==> src/pkg/dcap_consts.svh <==
// Purpose: Shared constants of the debug control access port
// Assumes: 100 MHz system clock, 32-bit access port words
// Notes: Offsets are byte offsets within the access port
// Behaviour
// - Hold bit 1 keeps device in reset
// - Writing 1 starts full erase; 0 ignored
// - Erase status reads 1 while erasing
// - Protection status 0 protected, 1 open
// - Read-only identification word at 0x0FC
// - Power request in off state wakes, flags
// - Debug mode lasts while request held
// - Four-bit parallel trace with trace clock
// - Parallel or serial trace, never both
// - Instruction trace only in parallel mode
// - Serial output shares pin with bit 0
// - Higher-priority interrupts run during breakpoint halt
// - Erase clears memories and lifts protection
`ifndef DCAP_CONSTS_SVH
`define DCAP_CONSTS_SVH

// ==========================================================
// Register offsets
`define DCAP_OFF_HOLD 8'h00
`define DCAP_OFF_ERASE 8'h04
`define DCAP_OFF_ESTAT 8'h08
`define DCAP_OFF_PROT 8'h0c
`define DCAP_OFF_IDENT 8'hfc

// ==========================================================
// Fields and reset values
`define DCAP_BIT_CTRL 0
`define DCAP_WORD_ZERO 32'h0000_0000
`define DCAP_IDF_PORT 7:0
`define DCAP_IDF_CLASS 16:13
`define DCAP_IDF_MAKER 23:17
`define DCAP_IDF_CONT 27:24
`define DCAP_IDF_REV 31:28

// ==========================================================
// Timing
`define DCAP_SYS_PERIOD_NS 10
`define DCAP_TRACE_PERIOD_NS 80
`define DCAP_TRACE_HALF_CYC (`DCAP_TRACE_PERIOD_NS / (2 * `DCAP_SYS_PERIOD_NS))
`define DCAP_TRACE_BITS 4

`endif

==> src/pkg/dcap_pkg.sv <==
// Purpose: Types of the debug control access port
// Assumes: Constants come from dcap_consts.svh
// Notes: Types only
`default_nettype none
package dcap_pkg;
  typedef enum logic [0:0] {
    DCAP_ER_IDLE = 1'b0,
    DCAP_ER_BUSY = 1'b1
  } dcap_erase_e;
endpackage
`default_nettype wire

==> src/logic/dcap_sync.sv <==
// Purpose: Two-stage synchroniser for inputs from the debug link domain
// Assumes: Each bit is stable long enough to be sampled twice
// Notes: First stage feeds only the second stage
`default_nettype none
module dcap_sync #(
  parameter int W = 1
) (
  // Clocking
  input wire logic sys_clk,
  input wire logic rst,
  input wire logic clk_en,
  // Data
  input wire logic [W-1:0] d,
  output logic [W-1:0] q
);
  logic [W-1:0] meta_r;

  always_ff @(posedge sys_clk) begin
    if (rst) begin
      meta_r <= '0;
      q <= '0;
    end else if (clk_en) begin
      meta_r <= d;
      q <= meta_r;
    end
  end
endmodule
`default_nettype wire

==> src/logic/dcap_top.sv <==
// Purpose: Control access port, debug power mode and trace output
// Assumes: Link signals change near the falling edge of the debug clock
// Notes: Access is taken at the synchronised rising edge of the debug clock
`include "dcap_consts.svh"
`default_nettype none
module dcap_top #(
  parameter int TRACE_HALF = `DCAP_TRACE_HALF_CYC,
  parameter logic [7:0] ID_PORT = 8'h00, // Arbitrary value
  parameter logic [3:0] ID_CLASS = 4'h0, // Arbitrary value
  parameter logic [6:0] ID_MAKER = 7'h00, // Arbitrary value
  parameter logic [3:0] ID_CONT = 4'h0, // Arbitrary value
  parameter logic [3:0] ID_REV = 4'h0 // Arbitrary value
) (
  // Clock, reset, enable
  input wire logic sys_clk,
  input wire logic rst,
  input wire logic clk_en,
  // Serial debug link, foreign domain
  input wire logic swd_clk,
  input wire logic debug_power_request,
  input wire logic ap_sel,
  input wire logic ap_write,
  input wire logic [7:0] ap_addr,
  input wire logic [31:0] ap_wdata,
  output logic [31:0] ap_rdata,
  output logic ap_done,
  // System control
  input wire logic sys_off,
  input wire logic wake_flag_clr,
  input wire logic protect_active,
  input wire logic erase_done,
  output logic soft_reset_hold,
  output logic erase_start,
  output logic erase_busy,
  output logic debug_mode,
  output logic wake_req,
  output logic debug_wake_flag,
  // Breakpoint halt
  input wire logic halt_active,
  input wire logic [2:0] halt_prio,
  input wire logic irq_pending,
  input wire logic [2:0] irq_prio,
  output logic irq_run,
  // Trace sources
  input wire logic trace_serial_mode,
  input wire logic instruction_trace_valid,
  input wire logic [3:0] instruction_trace_data,
  output logic instruction_trace_ready,
  input wire logic instrumentation_trace_valid,
  input wire logic [3:0] instrumentation_trace_data,
  output logic instrumentation_trace_ready,
  // Trace pins
  output logic [3:0] trace_pin_out,
  output logic [3:0] trace_pin_oe,
  output logic trace_clock_output,
  output logic trace_clock_oe
);
  localparam int HW = $clog2(TRACE_HALF + 1);
  localparam logic [31:0] IDENT_WORD = {ID_REV, ID_CONT, ID_MAKER, ID_CLASS, 5'h00, ID_PORT};

  // ==========================================================
  // Link sampling
  logic [43:0] link_q;
  logic swd_q, pwr_q, sel_q, wr_q, swd_prev_r, pwr_prev_r;
  logic [7:0] addr_q;
  logic [31:0] wdata_q;
  logic take, pwr_rise;

  dcap_sync #(.W(44)) u_sync (
    .sys_clk(sys_clk),
    .rst(rst),
    .clk_en(clk_en),
    .d({swd_clk, debug_power_request, ap_sel, ap_write, ap_addr, ap_wdata}),
    .q(link_q)
  );
  assign {swd_q, pwr_q, sel_q, wr_q, addr_q, wdata_q} = link_q;

  always_ff @(posedge sys_clk) begin
    if (rst) begin
      swd_prev_r <= 1'b0;
      pwr_prev_r <= 1'b0;
    end else if (clk_en) begin
      swd_prev_r <= swd_q;
      pwr_prev_r <= pwr_q;
    end
  end

  // Accesses without a power request are dropped, not queued
  assign take = clk_en & swd_q & ~swd_prev_r & sel_q & pwr_q;
  assign pwr_rise = pwr_q & ~pwr_prev_r;

  // ==========================================================
  // Soft reset hold
  always_ff @(posedge sys_clk) begin
    if (rst) begin
      soft_reset_hold <= 1'b0;
    end else if (take && wr_q && addr_q == `DCAP_OFF_HOLD) begin
      soft_reset_hold <= wdata_q[`DCAP_BIT_CTRL];
    end
  end

  // ==========================================================
  // Erase sequencer
  dcap_pkg::dcap_erase_e er_r;
  logic prot_cleared_r;

  always_ff @(posedge sys_clk) begin
    if (rst) begin
      er_r <= dcap_pkg::DCAP_ER_IDLE;
      erase_start <= 1'b0;
    end else if (clk_en) begin
      erase_start <= 1'b0;
      case (er_r)
        dcap_pkg::DCAP_ER_IDLE: begin
          // A second command while busy is ignored
          if (take && wr_q && addr_q == `DCAP_OFF_ERASE && wdata_q[`DCAP_BIT_CTRL]) begin
            er_r <= dcap_pkg::DCAP_ER_BUSY;
            erase_start <= 1'b1;
          end
        end
        dcap_pkg::DCAP_ER_BUSY: begin
          if (erase_done) begin
            er_r <= dcap_pkg::DCAP_ER_IDLE;
          end
        end
        default: er_r <= dcap_pkg::DCAP_ER_IDLE;
      endcase
    end
  end
  assign erase_busy = (er_r == dcap_pkg::DCAP_ER_BUSY);

  always_ff @(posedge sys_clk) begin
    if (rst) begin
      prot_cleared_r <= 1'b0;
    end else if (clk_en && erase_busy && erase_done) begin
      prot_cleared_r <= 1'b1;
    end
  end

  // ==========================================================
  // Register reads
  logic prot_open;
  logic [31:0] rd_word;

  assign prot_open = ~protect_active | prot_cleared_r;

  always_comb begin
    rd_word = `DCAP_WORD_ZERO;
    case (addr_q)
      `DCAP_OFF_HOLD: rd_word[`DCAP_BIT_CTRL] = soft_reset_hold;
      `DCAP_OFF_ESTAT: rd_word[`DCAP_BIT_CTRL] = erase_busy;
      `DCAP_OFF_PROT: rd_word[`DCAP_BIT_CTRL] = prot_open;
      `DCAP_OFF_IDENT: rd_word = IDENT_WORD;
      default: rd_word = `DCAP_WORD_ZERO;
    endcase
  end

  always_ff @(posedge sys_clk) begin
    if (rst) begin
      ap_rdata <= `DCAP_WORD_ZERO;
      ap_done <= 1'b0;
    end else if (clk_en) begin
      ap_done <= take;
      if (take && !wr_q) begin
        ap_rdata <= rd_word;
      end
    end
  end

  // ==========================================================
  // Debug power mode and wake
  always_ff @(posedge sys_clk) begin
    if (rst) begin
      debug_mode <= 1'b0;
      wake_req <= 1'b0;
      debug_wake_flag <= 1'b0;
    end else if (clk_en) begin
      debug_mode <= pwr_q;
      wake_req <= pwr_rise & sys_off;
      // Set beats clear so a wake is never lost
      debug_wake_flag <= (pwr_rise & sys_off) | (debug_wake_flag & ~wake_flag_clr);
    end
  end

  // ==========================================================
  // Real-time halt: lower number is higher priority
  always_ff @(posedge sys_clk) begin
    if (rst) begin
      irq_run <= 1'b1;
    end else if (clk_en) begin
      irq_run <= ~halt_active | (irq_pending & (irq_prio < halt_prio));
    end
  end

  // ==========================================================
  // Trace clock divider
  logic [HW-1:0] div_r;
  logic tick;

  always_ff @(posedge sys_clk) begin
    if (rst) begin
      div_r <= '0;
      trace_clock_output <= 1'b0;
    end else if (clk_en) begin
      if (div_r == HW'(TRACE_HALF - 1)) begin
        div_r <= '0;
        trace_clock_output <= ~trace_clock_output;
      end else begin
        div_r <= HW'(div_r + 1'b1);
      end
    end
  end
  // Data changes as the trace clock falls, stable for the probe's rising edge
  assign tick = clk_en & trace_clock_output & (div_r == HW'(TRACE_HALF - 1));

  // ==========================================================
  // Trace output
  logic [3:0] sh_r;
  logic [1:0] bit_cnt_r;
  logic par_take_i, par_take_s, ser_load;

  assign par_take_i = tick & ~trace_serial_mode & instruction_trace_valid;
  assign par_take_s = tick & ~trace_serial_mode & ~instruction_trace_valid
    & instrumentation_trace_valid;
  assign ser_load = tick & trace_serial_mode & (bit_cnt_r == 2'd0)
    & instrumentation_trace_valid;
  assign instruction_trace_ready = par_take_i;
  assign instrumentation_trace_ready = par_take_s | ser_load;

  always_ff @(posedge sys_clk) begin
    if (rst) begin
      sh_r <= 4'h0;
      bit_cnt_r <= 2'd0;
      trace_pin_out <= 4'h0;
    end else if (tick) begin
      if (trace_serial_mode) begin
        // Nibbles leave bit 0 first on the shared pin
        if (ser_load) begin
          sh_r <= instrumentation_trace_data;
          bit_cnt_r <= 2'(`DCAP_TRACE_BITS - 1);
          trace_pin_out <= {3'h0, instrumentation_trace_data[0]};
        end else if (bit_cnt_r != 2'd0) begin
          sh_r <= {1'b0, sh_r[3:1]};
          bit_cnt_r <= bit_cnt_r - 2'd1;
          trace_pin_out <= {3'h0, sh_r[1]};
        end else begin
          trace_pin_out <= 4'h0;
        end
      end else begin
        bit_cnt_r <= 2'd0;
        if (par_take_i) begin
          trace_pin_out <= instruction_trace_data;
        end else if (par_take_s) begin
          trace_pin_out <= instrumentation_trace_data;
        end
      end
    end
  end

  assign trace_pin_oe = trace_serial_mode ? 4'h1 : 4'hf;
  assign trace_clock_oe = ~trace_serial_mode;
endmodule
`default_nettype wire

==> config.mk <==
export PLATFORM = sky130hd
export DESIGN_NAME = dcap_top
export DESIGN_NICKNAME = d
export VERILOG_FILES = /design/src/pkg/dcap_pkg.sv /design/src/logic/dcap_sync.sv /design/src/logic/dcap_top.sv
export VERILOG_INCLUDE_DIRS = /design/src /design/src/pkg
export SDC_FILE = /design/constraint.sdc
export NUM_CORES = 1
export LEC_CHECK = 0
export BUFFER_PORTS_ARGS = -buffer_cell sky130_fd_sc_hd__buf_4
export CORE_ASPECT_RATIO = 0.8
export CORE_UTILIZATION = 30
export CTS_CLUSTER_DIAMETER = 50
export DETAILED_ROUTE_END_ITERATION = 10
export SYNTH_ARGS = -nofsm -noshare
export SYNTH_HDL_FRONTEND = slang
export SYNTH_HIERARCHICAL = 1
export SYNTH_SLANG_ARGS = --single-unit
export TNS_END_PERCENT = 1
==> constraint.sdc <==
create_clock -name sys_clk -period 1.94 [get_ports sys_clk]
set_input_delay 0 -clock sys_clk [delete_from_list [all_inputs] [get_ports sys_clk]]
set_output_delay 0 -clock sys_clk [all_outputs]
set_load 0.03 [all_outputs]
# == Word-level counts from Yosys, hierarchy flattened ==
# Cells that the tools add are included.
# op_classes
add_sub_neg,2
magnitude_cmp,1
eq_ne,5
muxes,17
n_bitwise,30
n_reduce_logical,18
# op_table
operator,n
4-bit 2-to-1 mux,6
1-bit AND,17
"8-bit by 4-bit == test with 1-bit output, second input constant",2
1-bit NOT,9
"8-bit by 3-bit == test with 1-bit output, second input constant",1
8-bit logical NOT,1
2-bit AND reduction,4
1-bit logical AND,7
2-bit 2-to-1 mux,3
1-bit 2-to-1 mux,5
1-bit OR,4
2-bit nonzero test,2
"3-bit by 1-bit adder with 3-bit output, second input constant",1
"3-bit by 2-bit == test with 1-bit output, second input constant",1
3-bit less-than comparator,1
3-bit 2-to-1 mux,1
"3-bit by 1-bit inequality test with 1-bit output, second input constant",1
1-bit one-hot mux with 3 select lines,1
3-bit AND reduction,1
3-bit nonzero test,1
2-bit logical NOT,1
1-bit one-hot mux with 2 select lines,1
"2-bit by 1-bit subtractor with 2-bit output, second input constant",1
1-bit logical NOT,1
# word_totals
reg_bits,113
input_bits,70
out_inout_bits,52

# == Depth between registers and ports, before layout ==
# logic_depth
ltp_word,9
ltp_mapped,7
depth_no_buf,6

# == Modules after synthesis ==
# The synthesis kept the hierarchy.
# by_module_without_submodules
mod,n_inst,cells_per_inst,area_each_um2,seq_area_each_um2
dcap_sync,1,284,3114.2,1761.7
dcap_top,1,189,1503.9,480.5

# == Least setup slack after synthesis ==
# OpenSTA, ideal clock, no wires.
# synth_timing
path_type,flip-flop to flip-flop
from,register trace_clock_output
to,register sh_r[3]
arrival_ps,1349
t_required_ps,1812
path_slack_ps,464
stages_incl_launch_ff,5
n_path_buf,0
period_less_slack_ps,1476
path_cell_list,dfxtp_1 -> nand4b_1 -> or3_1 -> a21oi_1 -> nor2_1
# synth_between
elab_chain_len,7
word_cells_on_any_way,8
classes_between,1 x mux; 5 x bitwise; 2 x reduce/logical
# synth_rtl
item,line_no,text
start: declaration,dcap_top.sv:55,"output logic trace_clock_output,"
start signal: assignment,dcap_top.sv:207,trace_clock_output <= ~trace_clock_output;
1-bit AND (*) (2 in a row),dcap_top.sv:214,assign tick = clk_en & trace_clock_output & (div_r == HW'(TRACE_HALF - 1));
1-bit AND (2 in a row),dcap_top.sv:225,assign ser_load = tick & trace_serial_mode & (bit_cnt_r == 2'd0)
1-bit AND,dcap_top.sv:226,& instrumentation_trace_valid;
2-bit nonzero test (no line),--,
3-bit AND reduction (no line),--,
end signal: assignment,dcap_top.sv:239,sh_r <= instrumentation_trace_data;
end signal: assignment,dcap_top.sv:243,"sh_r <= {1'b0, sh_r[3:1]};"
end: declaration,dcap_top.sv:218,logic [3:0] sh_r;
# Every way passes the cells marked *; elsewhere a longest branch is shown, timed or not.
# A chain may end at the register's enable or synchronous reset.

# == Worst setup path in the final report ==
# layout_timing
from,register div_r[0]
to,output port instrumentation_trace_ready
# layout_between
elab_chain_len,6
word_cells_on_any_way,9
classes_between,1 x eq/ne; 8 x bitwise
# layout_rtl
item,line_no,text
start: declaration,dcap_top.sv:197,logic [HW-1:0] div_r;
start signal: assignment,dcap_top.sv:209,div_r <= HW'(div_r + 1'b1);
3-bit by 2-bit == test with 1-bit output (*),dcap_top.sv:214,
1-bit AND (*),dcap_top.sv:214,
"1-bit AND, on equally long branches (2 in a row)","dcap_top.sv:223, dcap_top.sv:225",
"1-bit AND, on equally long branches","dcap_top.sv:224, dcap_top.sv:226",
1-bit OR (*),dcap_top.sv:228,assign instrumentation_trace_ready = par_take_s | ser_load;
end: declaration,dcap_top.sv:51,"output logic instrumentation_trace_ready,"
# Marks and branches as above.

==> results.cfg <==
[timing]
period_needed_ns = 1.60
max_freq_ghz = 0.625
maxSlewHeadroom_pct = 64.4
finalWorstSetupSlack_ns = 0.341
setup_viol = 0
finClkSkew_ns = 0.00307
grt_setup_unrepaired = false
slew_viol_final = 0
setup_tns_ns = 0
worst_pin_slew_ns = 0.534
period_share_pct = 82.4
whs_ns = 0.0188
final-hold-violation-count = 0

[power]
total_power_uw = 2270
power_density_mw_per_mm2 = 737
peakVddDrop_mv = 0.399
switching_share_pct = 24.8
pwr-share-seq_pct = 47.5
power_frac_clock_pct = 38.1
intPower_uw = 1710
combinationalPowerShare_pct = 14.4
switchingPower_uw = 561
p_leak_uw = 0.00141

[drt]
ant_nets = 0
vias = 1934
drtPass1Iterations = 4
initialDrtViolationCount = 80
wirelength_um = 4820
wl_per_cell_um = 10.8
drc = 0
vias_per_cell = 4.35

[final_layout]
fillers = 818
syn_to_final_growth_pct = 25.1
finish.instance_area_mm2 = 0.00308
nNetsFinal = 410
diodes = 0
drive_gt1_share_pct = 21.1

[worst_setup_path]
crit_fanout = 6
reg2reg_slack_ns = 0.40
cp.arrival_ns = 1.60
end_kind = output port
crit_type = reg -> out
critPathLaunchType = register
worst_ep_required_time_ns = 1.94

[synth]
syn-cell-area_mm2 = 0.00246
syn_inst = 277
yosysWarnings = 6
syn-mean-instance-area_um2 = 8.88

[flow_run]
drv_cap = 0

[floorplanning]
ioPinCount = 122
die_y_um = 83.0
initial_core_util_pct = 30.9
fp.dieW_um = 103
rows = 29
core_mm2 = 0.00795
die_area_mm2 = 0.00856

[cts]
cts_hold_buf = 16
cts_setup_buffers = 0
cts_resized = 0
cts-htree-levels = 2
clock_sink_count = 50
clkLatencyLatePin_ns = 0.30
cts-root-buf = clkbuf_8
numCtsBuffers = 5
clock_path_buffers = 2
path_clk_slew_ns = 0.09
cts_tree = yes

[global_route]
grt_pass1_vias = 1641
grt_pass1_wl_um = 7660
antenna_found_initial = 0
grt_usage_pct = 11.3
gr-total-overflow = 0
grt_max_degree = 54

[hold_path]
hp-class = in -> reg

[placement]
postPlaceCellArea_mm2 = 0.00278
port_buffers = 58
dp_hpwl_um = 3410
place.gp.congestion = 0.783
dp_slack_ns = 0.402

[status]
status = complete, no violations
==> registers in the layout (all words and copies together) (netlist names), 2 cells and up <==
| register | count |
|---|---|
| u_sync/meta_r | 13 |
| div_r | 3 |
| u_sync/q | 13 |
| bit_cnt_r | 2 |
| trace_pin_out | 4 |
| sh_r | 3 |
==> per-stage QoR <==
step	utilization (%)	cells
final	38.7	445
after global routing	38.7	445
after CTS	38.7	445
after detailed placement	35.0	421
after global placement	35.0	421
after floorplan	-	307
==> cell usage in the layout (no fill, tap or decap), drive strengths merged, types with 3 or more instances in the layout <==
cell type and count:
buf 60, o21ai 8, nand3b 5, nand3 3, nand4b 4, nor3 4, dlygate4sd3 16, nand2b 5
a22oi 4, clkbuf 5, dfxtp 50, nor2 45, conb 32, mux2i 32, a21oi 9, nand2 18
inv 7, ha 4
==> worst max-delay path, cell delays in order, from the launching register on <==
cell and delay, ns:
dfxtp_1 0.36, ha_1 0.24, and4b_1 0.35, and3_1 0.20
buf_4 0.16
==> power by group through the flow <==
stage,combinational [uW],sequential [uW],clock [uW]
floorplan,276,1100,0
global placement,299,1100,0
detailed placement,302,1100,0
CTS,328,1080,896
global route,360,1080,937
finish,326,1080,864
==> worst paths after layout <==
kind	from	to	cells past startpoint
worst min-delay path	sys_off	wake_req$_SDFFE_PP0P_	3
worst max-delay path	div_r[0]$_SDFFE_PP0P_	instrumentation_trace_ready	4
worst min register to register	debug_wake_flag$_SDFFE_PP0P_	debug_wake_flag$_SDFFE_PP0P_	2
worst max register to register	bit_cnt_r[0]$_SDFFE_PP0P_	sh_r[2]$_SDFFE_PP0P_	6
==> layout make-up <==
type | count | area [um^2] | share of cell area (%)
multi-input cells | 196 | 1170 | 37.9
clock inverters | 3 | 68.8 | 2.24
repair buffers | 76 | 611 | 19.8
inverters | 7 | 26.3 | 0.854
flip-flops and latches | 50 | 1000 | 32.5
well taps | 108 | 135 | 4.39
clock buffers | 5 | 68.8 | 2.24
==> per-layer routing <==
metal	part of all wire (%)	global-route usage (%)	vias up
li1	-	-	981
met1	49	15.6	882
met2	46	17.6	67
met3	4.7	2.02	4
met4	1.1	4.23	0
met5	0	0	-
No activity file was read; power rests on OpenSTA's default activity.
